--- config.mk ---
export PLATFORM = sky130hd
export DESIGN_NAME = tws_core
export DESIGN_NICKNAME = d
export VERILOG_FILES = /design/src/tws_core.v /design/src/tws_fifo.v
export VERILOG_INCLUDE_DIRS = /design/src
export SDC_FILE = /design/constraint.sdc
export NUM_CORES = 1
export LEC_CHECK = 0
export ABC_AREA = 0
export BUFFER_PORTS_ARGS = -buffer_cell sky130_fd_sc_hd__buf_2
export CORE_MARGIN = 1
export CORE_UTILIZATION = 40
export DETAILED_ROUTE_END_ITERATION = 6
export SLEW_MARGIN = 5
export SYNTH_ARGS = -nofsm -noshare
export SYNTH_HDL_FRONTEND = slang
export SYNTH_HIERARCHICAL = 1
export SYNTH_SLANG_ARGS = --single-unit
--- constraint.sdc ---
create_clock -name core_clk_i -period 7.2 [get_ports core_clk_i]
set_clock_uncertainty 0.2 [all_clocks]
set_input_delay 0.36 -clock core_clk_i [delete_from_list [all_inputs] [get_ports core_clk_i]]
set_output_delay 0.36 -clock core_clk_i [all_outputs]
set_load 0.01 [all_outputs]
--- src/tws_regs.vh ---
// register map, field positions and reset values of the two-wire block
`ifndef TWS_REGS_VH
`define TWS_REGS_VH
// =============================================================
// special-function register addresses
`define TWS_ADDR_DATA      8'h9A
`define TWS_ADDR_OWN       8'h9B
`define TWS_ADDR_CTRL      8'hE8
// =============================================================
// control register fields
`define TWS_CTRL_MDOUT     7
`define TWS_CTRL_MDOE      6
`define TWS_CTRL_MCLK      5
`define TWS_CTRL_MDIN      4
`define TWS_CTRL_ROLE      3
`define TWS_CTRL_SRST      2
`define TWS_CTRL_TXDIR     1
`define TWS_CTRL_DONE      0
// =============================================================
// reset values
`define TWS_RST_DATA       8'h00
`define TWS_RST_OWN        8'h55
`define TWS_RST_CTRL       8'h00
`endif

--- src/tws_core.v ---
// two-wire interface: software-driven master and hardware byte slave
`timescale 1ns/100ps
`include "tws_regs.vh"
module tws_core #(
    parameter FIFO_DEPTH = 4,
    parameter FIFO_AW    = 2
) (
    // clock and reset
    input  wire       core_clk_i,
    input  wire       reset_n_i,
    input  wire       clk_en_i,
    // special-function register port
    input  wire [7:0] sfr_addr_i,
    input  wire       sfr_wr_i,
    input  wire       sfr_rd_i,
    input  wire [7:0] sfr_wdata_i,
    output reg  [7:0] sfr_rdata_o,
    // pin ownership from the peripheral control register
    input  wire       peripheral_select_i,
    // serial data pin, enable low while driven
    input  wire       serial_data_pin_i,
    output wire       serial_data_pin_o,
    output wire       serial_data_pin_oe_n_o,
    // serial clock pin, enable low while driven
    input  wire       serial_clock_pin_i,
    output wire       serial_clock_pin_o,
    output wire       serial_clock_pin_oe_n_o,
    // received byte stream, drained by the core side
    output wire       rx_valid_o,
    output wire [7:0] rx_data_o,
    input  wire       rx_ready_i
);
    // =============================================================
    // slave state codes
    localparam ST_IDLE = 3'd0;
    localparam ST_ADDR = 3'd1;
    localparam ST_AACK = 3'd2;
    localparam ST_RXB  = 3'd3;
    localparam ST_RACK = 3'd4;
    localparam ST_TXB  = 3'd5;
    localparam ST_TACK = 3'd6;

    // =============================================================
    // registers
    reg  [7:0] twowire_data_reg;
    reg  [7:0] own_slave_address;
    reg        soft_master_data_out;
    reg        soft_master_data_out_enable;
    reg        soft_master_clock_out;
    reg        soft_master_data_in;
    reg        role_select;
    reg        slave_interface_reset;
    reg        slave_transmit_direction;
    reg        byte_complete_flag;

    reg  [2:0] sda_sync;
    reg  [2:0] scl_sync;
    reg        sda_q;
    reg        scl_q;
    reg  [2:0] state;
    reg  [7:0] shift;
    reg  [3:0] bit_cnt;
    reg        drive_low;
    reg        rx_push;

    wire       twi_on;
    wire       master_on;
    wire       slave_on;
    wire       sda_now;
    wire       scl_now;
    wire       scl_rise;
    wire       scl_fall;
    wire       start_seen;
    wire       stop_seen;
    wire       data_acc;
    wire       fifo_in_ready;
    wire       byte_done;

    // decodes a register address against a strobe
    function hit;
        input [7:0] addr;
        input [7:0] target;
        input       strobe;
        begin
            hit = strobe & (addr == target);
        end
    endfunction

    assign twi_on    = ~peripheral_select_i;
    assign master_on = twi_on & role_select;
    assign slave_on  = twi_on & ~role_select & ~slave_interface_reset;
    assign data_acc  = hit(sfr_addr_i, `TWS_ADDR_DATA, sfr_wr_i) |
                       hit(sfr_addr_i, `TWS_ADDR_DATA, sfr_rd_i);

    // =============================================================
    // pin inputs: three stages, change accepted when last two agree
    always @(posedge core_clk_i or negedge reset_n_i) begin
        if (!reset_n_i) begin
            sda_sync <= 3'h7;
            scl_sync <= 3'h7;
            sda_q    <= 1'b1;
            scl_q    <= 1'b1;
        end else if (clk_en_i) begin
            sda_sync <= {sda_sync[1:0], serial_data_pin_i};
            scl_sync <= {scl_sync[1:0], serial_clock_pin_i};
            if (sda_sync[1] == sda_sync[2]) begin
                sda_q <= sda_sync[2];
            end
            if (scl_sync[1] == scl_sync[2]) begin
                scl_q <= scl_sync[2];
            end
        end
    end

    assign sda_now    = (sda_sync[1] == sda_sync[2]) ? sda_sync[2] : sda_q;
    assign scl_now    = (scl_sync[1] == scl_sync[2]) ? scl_sync[2] : scl_q;
    assign scl_rise   = scl_now & ~scl_q;
    assign scl_fall   = ~scl_now & scl_q;
    assign start_seen = scl_now & scl_q & sda_q & ~sda_now;
    assign stop_seen  = scl_now & scl_q & ~sda_q & sda_now;

    // =============================================================
    // pin drivers, open drain style for the slave
    // only these two pins are driven
    assign serial_data_pin_o       = master_on ? soft_master_data_out : 1'b0;
    assign serial_data_pin_oe_n_o  = master_on ? ~soft_master_data_out_enable :
                                     ~(slave_on & drive_low);
    assign serial_clock_pin_o      = soft_master_clock_out;
    assign serial_clock_pin_oe_n_o = ~master_on;

    // =============================================================
    // slave byte engine
    assign byte_done = slave_on & scl_fall &
                       (((state == ST_RXB) && (bit_cnt == 4'd8)) ||
                        ((state == ST_TXB) && (bit_cnt == 4'd8)));

    always @(posedge core_clk_i or negedge reset_n_i) begin
        if (!reset_n_i) begin
            state                    <= ST_IDLE;
            shift                    <= 8'h00;
            bit_cnt                  <= 4'd0;
            drive_low                <= 1'b0;
            rx_push                  <= 1'b0;
            slave_transmit_direction <= 1'b0;
        end else if (clk_en_i) begin
            rx_push <= 1'b0;
            if (!slave_on) begin
                state                    <= ST_IDLE;
                drive_low                <= 1'b0;
                bit_cnt                  <= 4'd0;
                slave_transmit_direction <= 1'b0;
            end else if (stop_seen) begin
                state     <= ST_IDLE;
                drive_low <= 1'b0;
            end else if (start_seen) begin
                state     <= ST_ADDR;
                bit_cnt   <= 4'd0;
                drive_low <= 1'b0;
            end else begin
                case (state)
                    ST_ADDR, ST_RXB: begin
                        if (scl_rise && bit_cnt != 4'd8) begin
                            shift   <= {shift[6:0], sda_now};
                            bit_cnt <= bit_cnt + 4'd1;
                        end else if (scl_fall && bit_cnt == 4'd8) begin
                            bit_cnt <= 4'd0;
                            if (state == ST_ADDR) begin
                                if (shift[7:1] == own_slave_address[6:0]) begin
                                    state                    <= ST_AACK;
                                    drive_low                <= 1'b1;
                                    slave_transmit_direction <= shift[0];
                                end else begin
                                    state <= ST_IDLE;
                                end
                            end else begin
                                state     <= ST_RACK;
                                drive_low <= fifo_in_ready;
                                rx_push   <= fifo_in_ready;
                            end
                        end
                    end
                    ST_AACK, ST_RACK, ST_TACK: begin
                        if (scl_fall) begin
                            if (state == ST_TACK && sda_q) begin
                                state     <= ST_IDLE;
                                drive_low <= 1'b0;
                            end else if (slave_transmit_direction) begin
                                state     <= ST_TXB;
                                shift     <= twowire_data_reg;
                                drive_low <= ~twowire_data_reg[7];
                                bit_cnt   <= 4'd1;
                            end else begin
                                state     <= ST_RXB;
                                drive_low <= 1'b0;
                            end
                        end
                    end
                    ST_TXB: begin
                        if (scl_fall) begin
                            if (bit_cnt == 4'd8) begin
                                state     <= ST_TACK;
                                drive_low <= 1'b0;
                            end else begin
                                drive_low <= ~shift[6];
                                shift     <= {shift[6:0], 1'b0};
                                bit_cnt   <= bit_cnt + 4'd1;
                            end
                        end
                    end
                    default: begin
                        state <= ST_IDLE;
                    end
                endcase
            end
        end
    end

    // =============================================================
    // received bytes; a full buffer withholds the acknowledge
    tws_fifo #(
        .WIDTH (8),
        .DEPTH (FIFO_DEPTH),
        .AW    (FIFO_AW)
    ) u_rx_fifo (
        .core_clk_i  (core_clk_i),
        .reset_n_i   (reset_n_i),
        .clk_en_i    (clk_en_i),
        .flush_i     (~slave_on),
        .in_valid_i  (rx_push),
        .in_ready_o  (fifo_in_ready),
        .in_data_i   (shift),
        .out_valid_o (rx_valid_o),
        .out_ready_i (rx_ready_i),
        .out_data_o  (rx_data_o)
    );

    // =============================================================
    // software registers
    always @(posedge core_clk_i or negedge reset_n_i) begin
        if (!reset_n_i) begin
            twowire_data_reg            <= `TWS_RST_DATA;
            own_slave_address           <= `TWS_RST_OWN;
            soft_master_data_out        <= 1'b0;
            soft_master_data_out_enable <= 1'b0;
            soft_master_clock_out       <= 1'b0;
            soft_master_data_in         <= 1'b0;
            role_select                 <= 1'b0;
            slave_interface_reset       <= 1'b0;
            byte_complete_flag          <= 1'b0;
        end else if (clk_en_i) begin
            if (hit(sfr_addr_i, `TWS_ADDR_DATA, sfr_wr_i)) begin
                twowire_data_reg <= sfr_wdata_i;
            end else if (rx_push) begin
                twowire_data_reg <= shift;
            end
            if (hit(sfr_addr_i, `TWS_ADDR_OWN, sfr_wr_i)) begin
                own_slave_address <= sfr_wdata_i;
            end
            if (hit(sfr_addr_i, `TWS_ADDR_CTRL, sfr_wr_i)) begin
                soft_master_data_out        <= sfr_wdata_i[`TWS_CTRL_MDOUT];
                soft_master_data_out_enable <= sfr_wdata_i[`TWS_CTRL_MDOE];
                soft_master_clock_out       <= sfr_wdata_i[`TWS_CTRL_MCLK];
                role_select                 <= sfr_wdata_i[`TWS_CTRL_ROLE];
                slave_interface_reset       <= sfr_wdata_i[`TWS_CTRL_SRST];
            end
            // latch data on clock high while not driving
            if (master_on && !soft_master_data_out_enable && scl_now) begin
                soft_master_data_in <= sda_now;
            end
            // set wins over the clear by a data access
            if (byte_done) begin
                byte_complete_flag <= 1'b1;
            end else if (data_acc) begin
                byte_complete_flag <= 1'b0;
            end else if (hit(sfr_addr_i, `TWS_ADDR_CTRL, sfr_wr_i)) begin
                byte_complete_flag <= sfr_wdata_i[`TWS_CTRL_DONE];
            end
        end
    end

    // =============================================================
    // read data, registered one edge after the strobe
    always @(posedge core_clk_i or negedge reset_n_i) begin
        if (!reset_n_i) begin
            sfr_rdata_o <= 8'h00;
        end else if (clk_en_i && sfr_rd_i) begin
            case (sfr_addr_i)
                `TWS_ADDR_DATA: sfr_rdata_o <= twowire_data_reg;
                `TWS_ADDR_OWN:  sfr_rdata_o <= own_slave_address;
                `TWS_ADDR_CTRL: sfr_rdata_o <= {soft_master_data_out,
                                                soft_master_data_out_enable,
                                                soft_master_clock_out,
                                                soft_master_data_in,
                                                role_select,
                                                slave_interface_reset,
                                                slave_transmit_direction,
                                                byte_complete_flag};
                default:        sfr_rdata_o <= 8'h00;
            endcase
        end
    end
endmodule

--- src/tws_fifo.v ---
// small first-in first-out buffer with valid/ready on both sides
`timescale 1ns/100ps
module tws_fifo #(
    parameter WIDTH = 8,
    parameter DEPTH = 4,
    parameter AW    = 2
) (
    // clock and reset
    input  wire             core_clk_i,
    input  wire             reset_n_i,
    input  wire             clk_en_i,
    input  wire             flush_i,
    // filling side
    input  wire             in_valid_i,
    output wire             in_ready_o,
    input  wire [WIDTH-1:0] in_data_i,
    // draining side
    output wire             out_valid_o,
    input  wire             out_ready_i,
    output wire [WIDTH-1:0] out_data_o
);
    reg [WIDTH-1:0] mem [0:DEPTH-1];
    reg [AW-1:0]    wr_ptr;
    reg [AW-1:0]    rd_ptr;
    reg [AW:0]      count;
    wire            push;
    wire            pop;

    assign in_ready_o  = (count != DEPTH[AW:0]);
    assign out_valid_o = (count != {(AW+1){1'b0}});
    assign out_data_o  = mem[rd_ptr];
    assign push        = in_valid_i & in_ready_o;
    assign pop         = out_valid_o & out_ready_i;

    always @(posedge core_clk_i) begin
        if (clk_en_i && push) begin
            mem[wr_ptr] <= in_data_i;
        end
    end

    always @(posedge core_clk_i or negedge reset_n_i) begin
        if (!reset_n_i) begin
            wr_ptr <= {AW{1'b0}};
            rd_ptr <= {AW{1'b0}};
            count  <= {(AW+1){1'b0}};
        end else if (clk_en_i) begin
            if (flush_i) begin
                wr_ptr <= {AW{1'b0}};
                rd_ptr <= {AW{1'b0}};
                count  <= {(AW+1){1'b0}};
            end else begin
                if (push) begin
                    wr_ptr <= wr_ptr + 1'b1;
                end
                if (pop) begin
                    rd_ptr <= rd_ptr + 1'b1;
                end
                if (push && !pop) begin
                    count <= count + 1'b1;
                end else if (pop && !push) begin
                    count <= count - 1'b1;
                end
            end
        end
    end
endmodule

==> run summary <==
* **number of buffers created by CTS** 9
* **flip-flop count of the largest register after layout** 32
* **worst voltage drop across the vdd grid** 0.1133 mV
* **number of routed nets with antenna violations** 0
* **vertical die dimension** 112.4 um
* **number of placement rows** 39
* **weighted congestion at the end of routability-driven global placement** 0.8633
* **power density over the cells** 280.5 mW/mm2
* **net total in the final layout** 480
* **category of the critical setup timing path** reg -> reg
* **CP max FO** 8
* **Syn Inst Count** 410
* **kind of end point of the critical path** register
* **part of the cycle the worst path needs** 0.3657
* **Starting DRT DRC Count** 217
* **sort of element at the start of the critical path** register
* **setup bufs post-CTS** 0
* **Ant. Diodes** 0
* **post-DR wirelength/cell** 17.35 um
* **initial core utilization** 0.4180
* **max-slew violations** 0
* **switching part of the total** 0.3125
* **Worst R2R End** shift[1]$_DFFE_PN0P_
* **library cell contributing the largest single delay on the critical path** sky130_fd_sc_hd__dfstp_2
* **register area** 0.002577 mm2
* **Hold Slack** -6.631 ps
* **Core Box Area** 0.01166 mm2
* **overflow left after global routing** 0
* **number of flops mapped to enable cells by yosys** 32
* **LEAKAGE** 0.002217 uW
* **H-Tree Level Count** 3
* **Setup TNS** 0 ps
* **clock tree from TritonCTS** built
* **Net Count, Synth** 442
* **Num Clock Sinks** 96
* **total length of routed wires** 10,340 um
* **ordered cell list for the critical path** nor3b_1 -> a31oi_1 -> o22ai_4 -> nor4b_4 -> mux2_2
* **Cell Area, Synth** 0.004875 mm2
* **proportion of layout cells with a drive suffix above 1** 0.2892
* **DPL Wire Length** 7401 um
* **share of async-settable or async-resettable flops after synthesis** 0.6667
* **clock slew at the register clock pins of the worst setup and hold paths** 70 ps
* **count of synthesis-stage warnings from yosys** 6
* **CTS root buffer** sky130_fd_sc_hd__clkbuf_16
* **setup slack on the worst flop-to-flop path** 4570 ps
* **Layout area overhead** 11.99%
* **flip-flop and latch count after synthesis** 96
* **share of total power in the clock network** 0.293
* **overall via count from detail_route** 3,409
* **Resize count post-CTS** 0
* **number of filler instances in the final layout** 1,057
* **required time at the worst-slack endpoint** 7230 ps
* **CTS hold repair buffers** 0
* **number of port buffers** 45
* **insertion delay to the later sink of the worst-skew pair** 340 ps
* **largest net degree at the start of global routing** 65
* **per-cell via count in the routed design** 5.720
* **Initial DRT Pass Iterations** 4
* **Largest Register** u_rx_fifo/mem
* **reg2reg path depth** 5
* **Critical Path Start** scl_q$_DFFE_PN1P_
* **worst path bufs/invs** 0
* **Tmin final** 2633 ps
* **cell class contributing the biggest share of worst-path delay** simple AND/OR/NAND/NOR gates
* **hold violation total from the final report** 2
* **register share of total power** 0.495
* **fraction of the yosys area taken by sequential cells** 0.5287
* **maximum count of clock buffers along a single path** 2
* **number of global-route vias before repair** 3,368
* **GRT Total Usage** 0.1785
* **stage delay of the slowest cell on the critical path** 570 ps
* **Post-synth top flop** sky130_fd_sc_hd__dfrtp_1
* **switching power** 478.5 uW
* **Final Setup Violations** 0
* **unrepaired setup endpoints after global routing** no
* **Max Freq** 379.8 MHz
* **initial antenna violation count** 0
* **slew at the pin closest to its max-slew limit** 828.4 ps
* **DRC** 0
* **first-pass GRT wire length** 17,490 um
* **distinct cell type count after synthesis** 70
* **Worst R2R Start** scl_q$_DFFE_PN1P_
* **number of max-cap violations** 0
* **violated checks** negative hold slack
* **remaining max-slew budget at the tightest pin** 0.4477
* **kind of path behind the tightest hold check** in -> async
* **status** finished, violations left
* **Int Pwr** 1053 uW
* **PnR Total Power** 1531 uW
* **IO Count** 46
* **die width** 112.4 um
* **Die Area** 0.01263 mm2
* **arrival time of the worst setup path** 2660 ps
* **portion of total power attributed to combinational logic** 0.212
* **area used by multi-input combinational logic** 0.002111 mm2
* **Post-Syn Area per Cell** 11.89 um2
==> through the flow <==
stage          utilization  area, um2  instances  hold slack, ps  worst slack, ps
6_report            0.4681       5459        596          -6.631             4567
5_1_grt             0.4681       5459        596           57.65             4442
4_1_cts             0.4681       5459        596           26.14             4570
3_5_place_dp        0.4441       5179        580           269.7             4578
3_3_place_gp        0.4441       5179        580           264.5             4651
2_1_floorplan            -       4875        410          -135.6             4895
==> cell usage after synthesis (all sizes together) (7+ instances only) <==
cell type | number | share of area
mux4 | 8 | 0.037
xor2 | 7 | 0.013
clkbuf | 8 | 0.0062
inv | 21 | 0.016
a21oi | 22 | 0.023
a222oi | 8 | 0.016
o22ai | 14 | 0.021
nand3 | 9 | 0.0092
nand2 | 26 | 0.020
o21ai | 22 | 0.023
nor2 | 23 | 0.018
nor3 | 10 | 0.013
mux2 | 35 | 0.081
buf | 11 | 0.016
dfrtp | 52 | 0.27
dfstp | 12 | 0.065
edfxtp | 32 | 0.20
==> power by group through the flow <==
stage	Sequential (uW)	Combinational (uW)	Clock, uW
finish	757	325	449
detailed placement	768	323	0
CTS	757	325	459
global route	774	359	481
floorplan	702	285	0
global placement	762	316	0
==> cells in the final DEF, fill, tap and decap left out, types with 8 or more instances in the layout <==
cell | synthesis | final
sky130_fd_sc_hd__a21oi_1 | 22 | 22
sky130_fd_sc_hd__o22ai_1 | 13 | 13
sky130_fd_sc_hd__nand3_1 | 9 | 9
sky130_fd_sc_hd__inv_1 | 21 | 21
sky130_fd_sc_hd__dfrtp_1 | 52 | 52
sky130_fd_sc_hd__o21ai_0 | 21 | 21
sky130_fd_sc_hd__mux4_2 | 8 | 8
sky130_fd_sc_hd__dfstp_2 | 12 | 12
sky130_fd_sc_hd__nor3_1 | 9 | 9
sky130_fd_sc_hd__buf_2 | 5 | 45
sky130_fd_sc_hd__clkbuf_16 | 0 | 9
sky130_fd_sc_hd__a222oi_1 | 8 | 8
sky130_fd_sc_hd__nor2_1 | 23 | 23
sky130_fd_sc_hd__edfxtp_1 | 32 | 32
sky130_fd_sc_hd__nand2_1 | 26 | 26
sky130_fd_sc_hd__mux2_2 | 35 | 35
==> worst register-to-register path, stage by stage (launching register included) <==
cell,delay [ps]
sky130_fd_sc_hd__dfstp_2,570
sky130_fd_sc_hd__nor3b_1,350
sky130_fd_sc_hd__a31oi_1,190
sky130_fd_sc_hd__o22ai_4,220
sky130_fd_sc_hd__nor4b_4,570
sky130_fd_sc_hd__mux2_2,410
==> kinds of logic (layout without fill, tap and decap cells) <==
kind of cell             after synthesis  after routing  share of synthesized area
AO/OA/AOI/OAI                        103            103                     0.1486
XOR/XNOR                               9              9                    0.01617
adder cells (fa/ha/maj)                8              8                    0.02156
buffers and inverters                 40             83                    0.03824
flip-flops                            96             96                     0.5287
multiplexers                          46             46                     0.1240
AND/OR/NAND/NOR                      108            108                     0.1227
==> area by class of cell <==
class / instances / area share
clock buffer: 10 / 0.04378
clock inverter: 6 / 0.007564
inverter: 21 / 0.01444
multi-input combinational: 274 / 0.3867
sequential: 96 / 0.4722
tap: 143 / 0.03278
timing repair buffer: 46 / 0.04263
==> per-layer routing <==
metal	vias to the layer above	global-route usage	share of wire
met5	-	0	0
met4	0	0.07022	0.016
met3	11	0.03672	0.044
met2	102	0.2725	0.45
met1	1677	0.2502	0.49
li1	1619	-	-
==> worst max path at each step <==
stage | to | slack, ps | depth (start not counted)
finish | shift[1]$_DFFE_PN0P_ | 4570 | 5
global route | shift[1]$_DFFE_PN0P_ | 4440 | 5
floorplan | u_rx_fifo/count[2]$_DFFE_PN0P_ | 4890 | 8
detailed placement | shift[1]$_DFFE_PN0P_ | 4580 | 5
CTS | shift[1]$_DFFE_PN0P_ | 4570 | 5
global placement | shift[5]$_DFFE_PN0P_ | 4650 | 5
(Power assumes the default switching activity.)
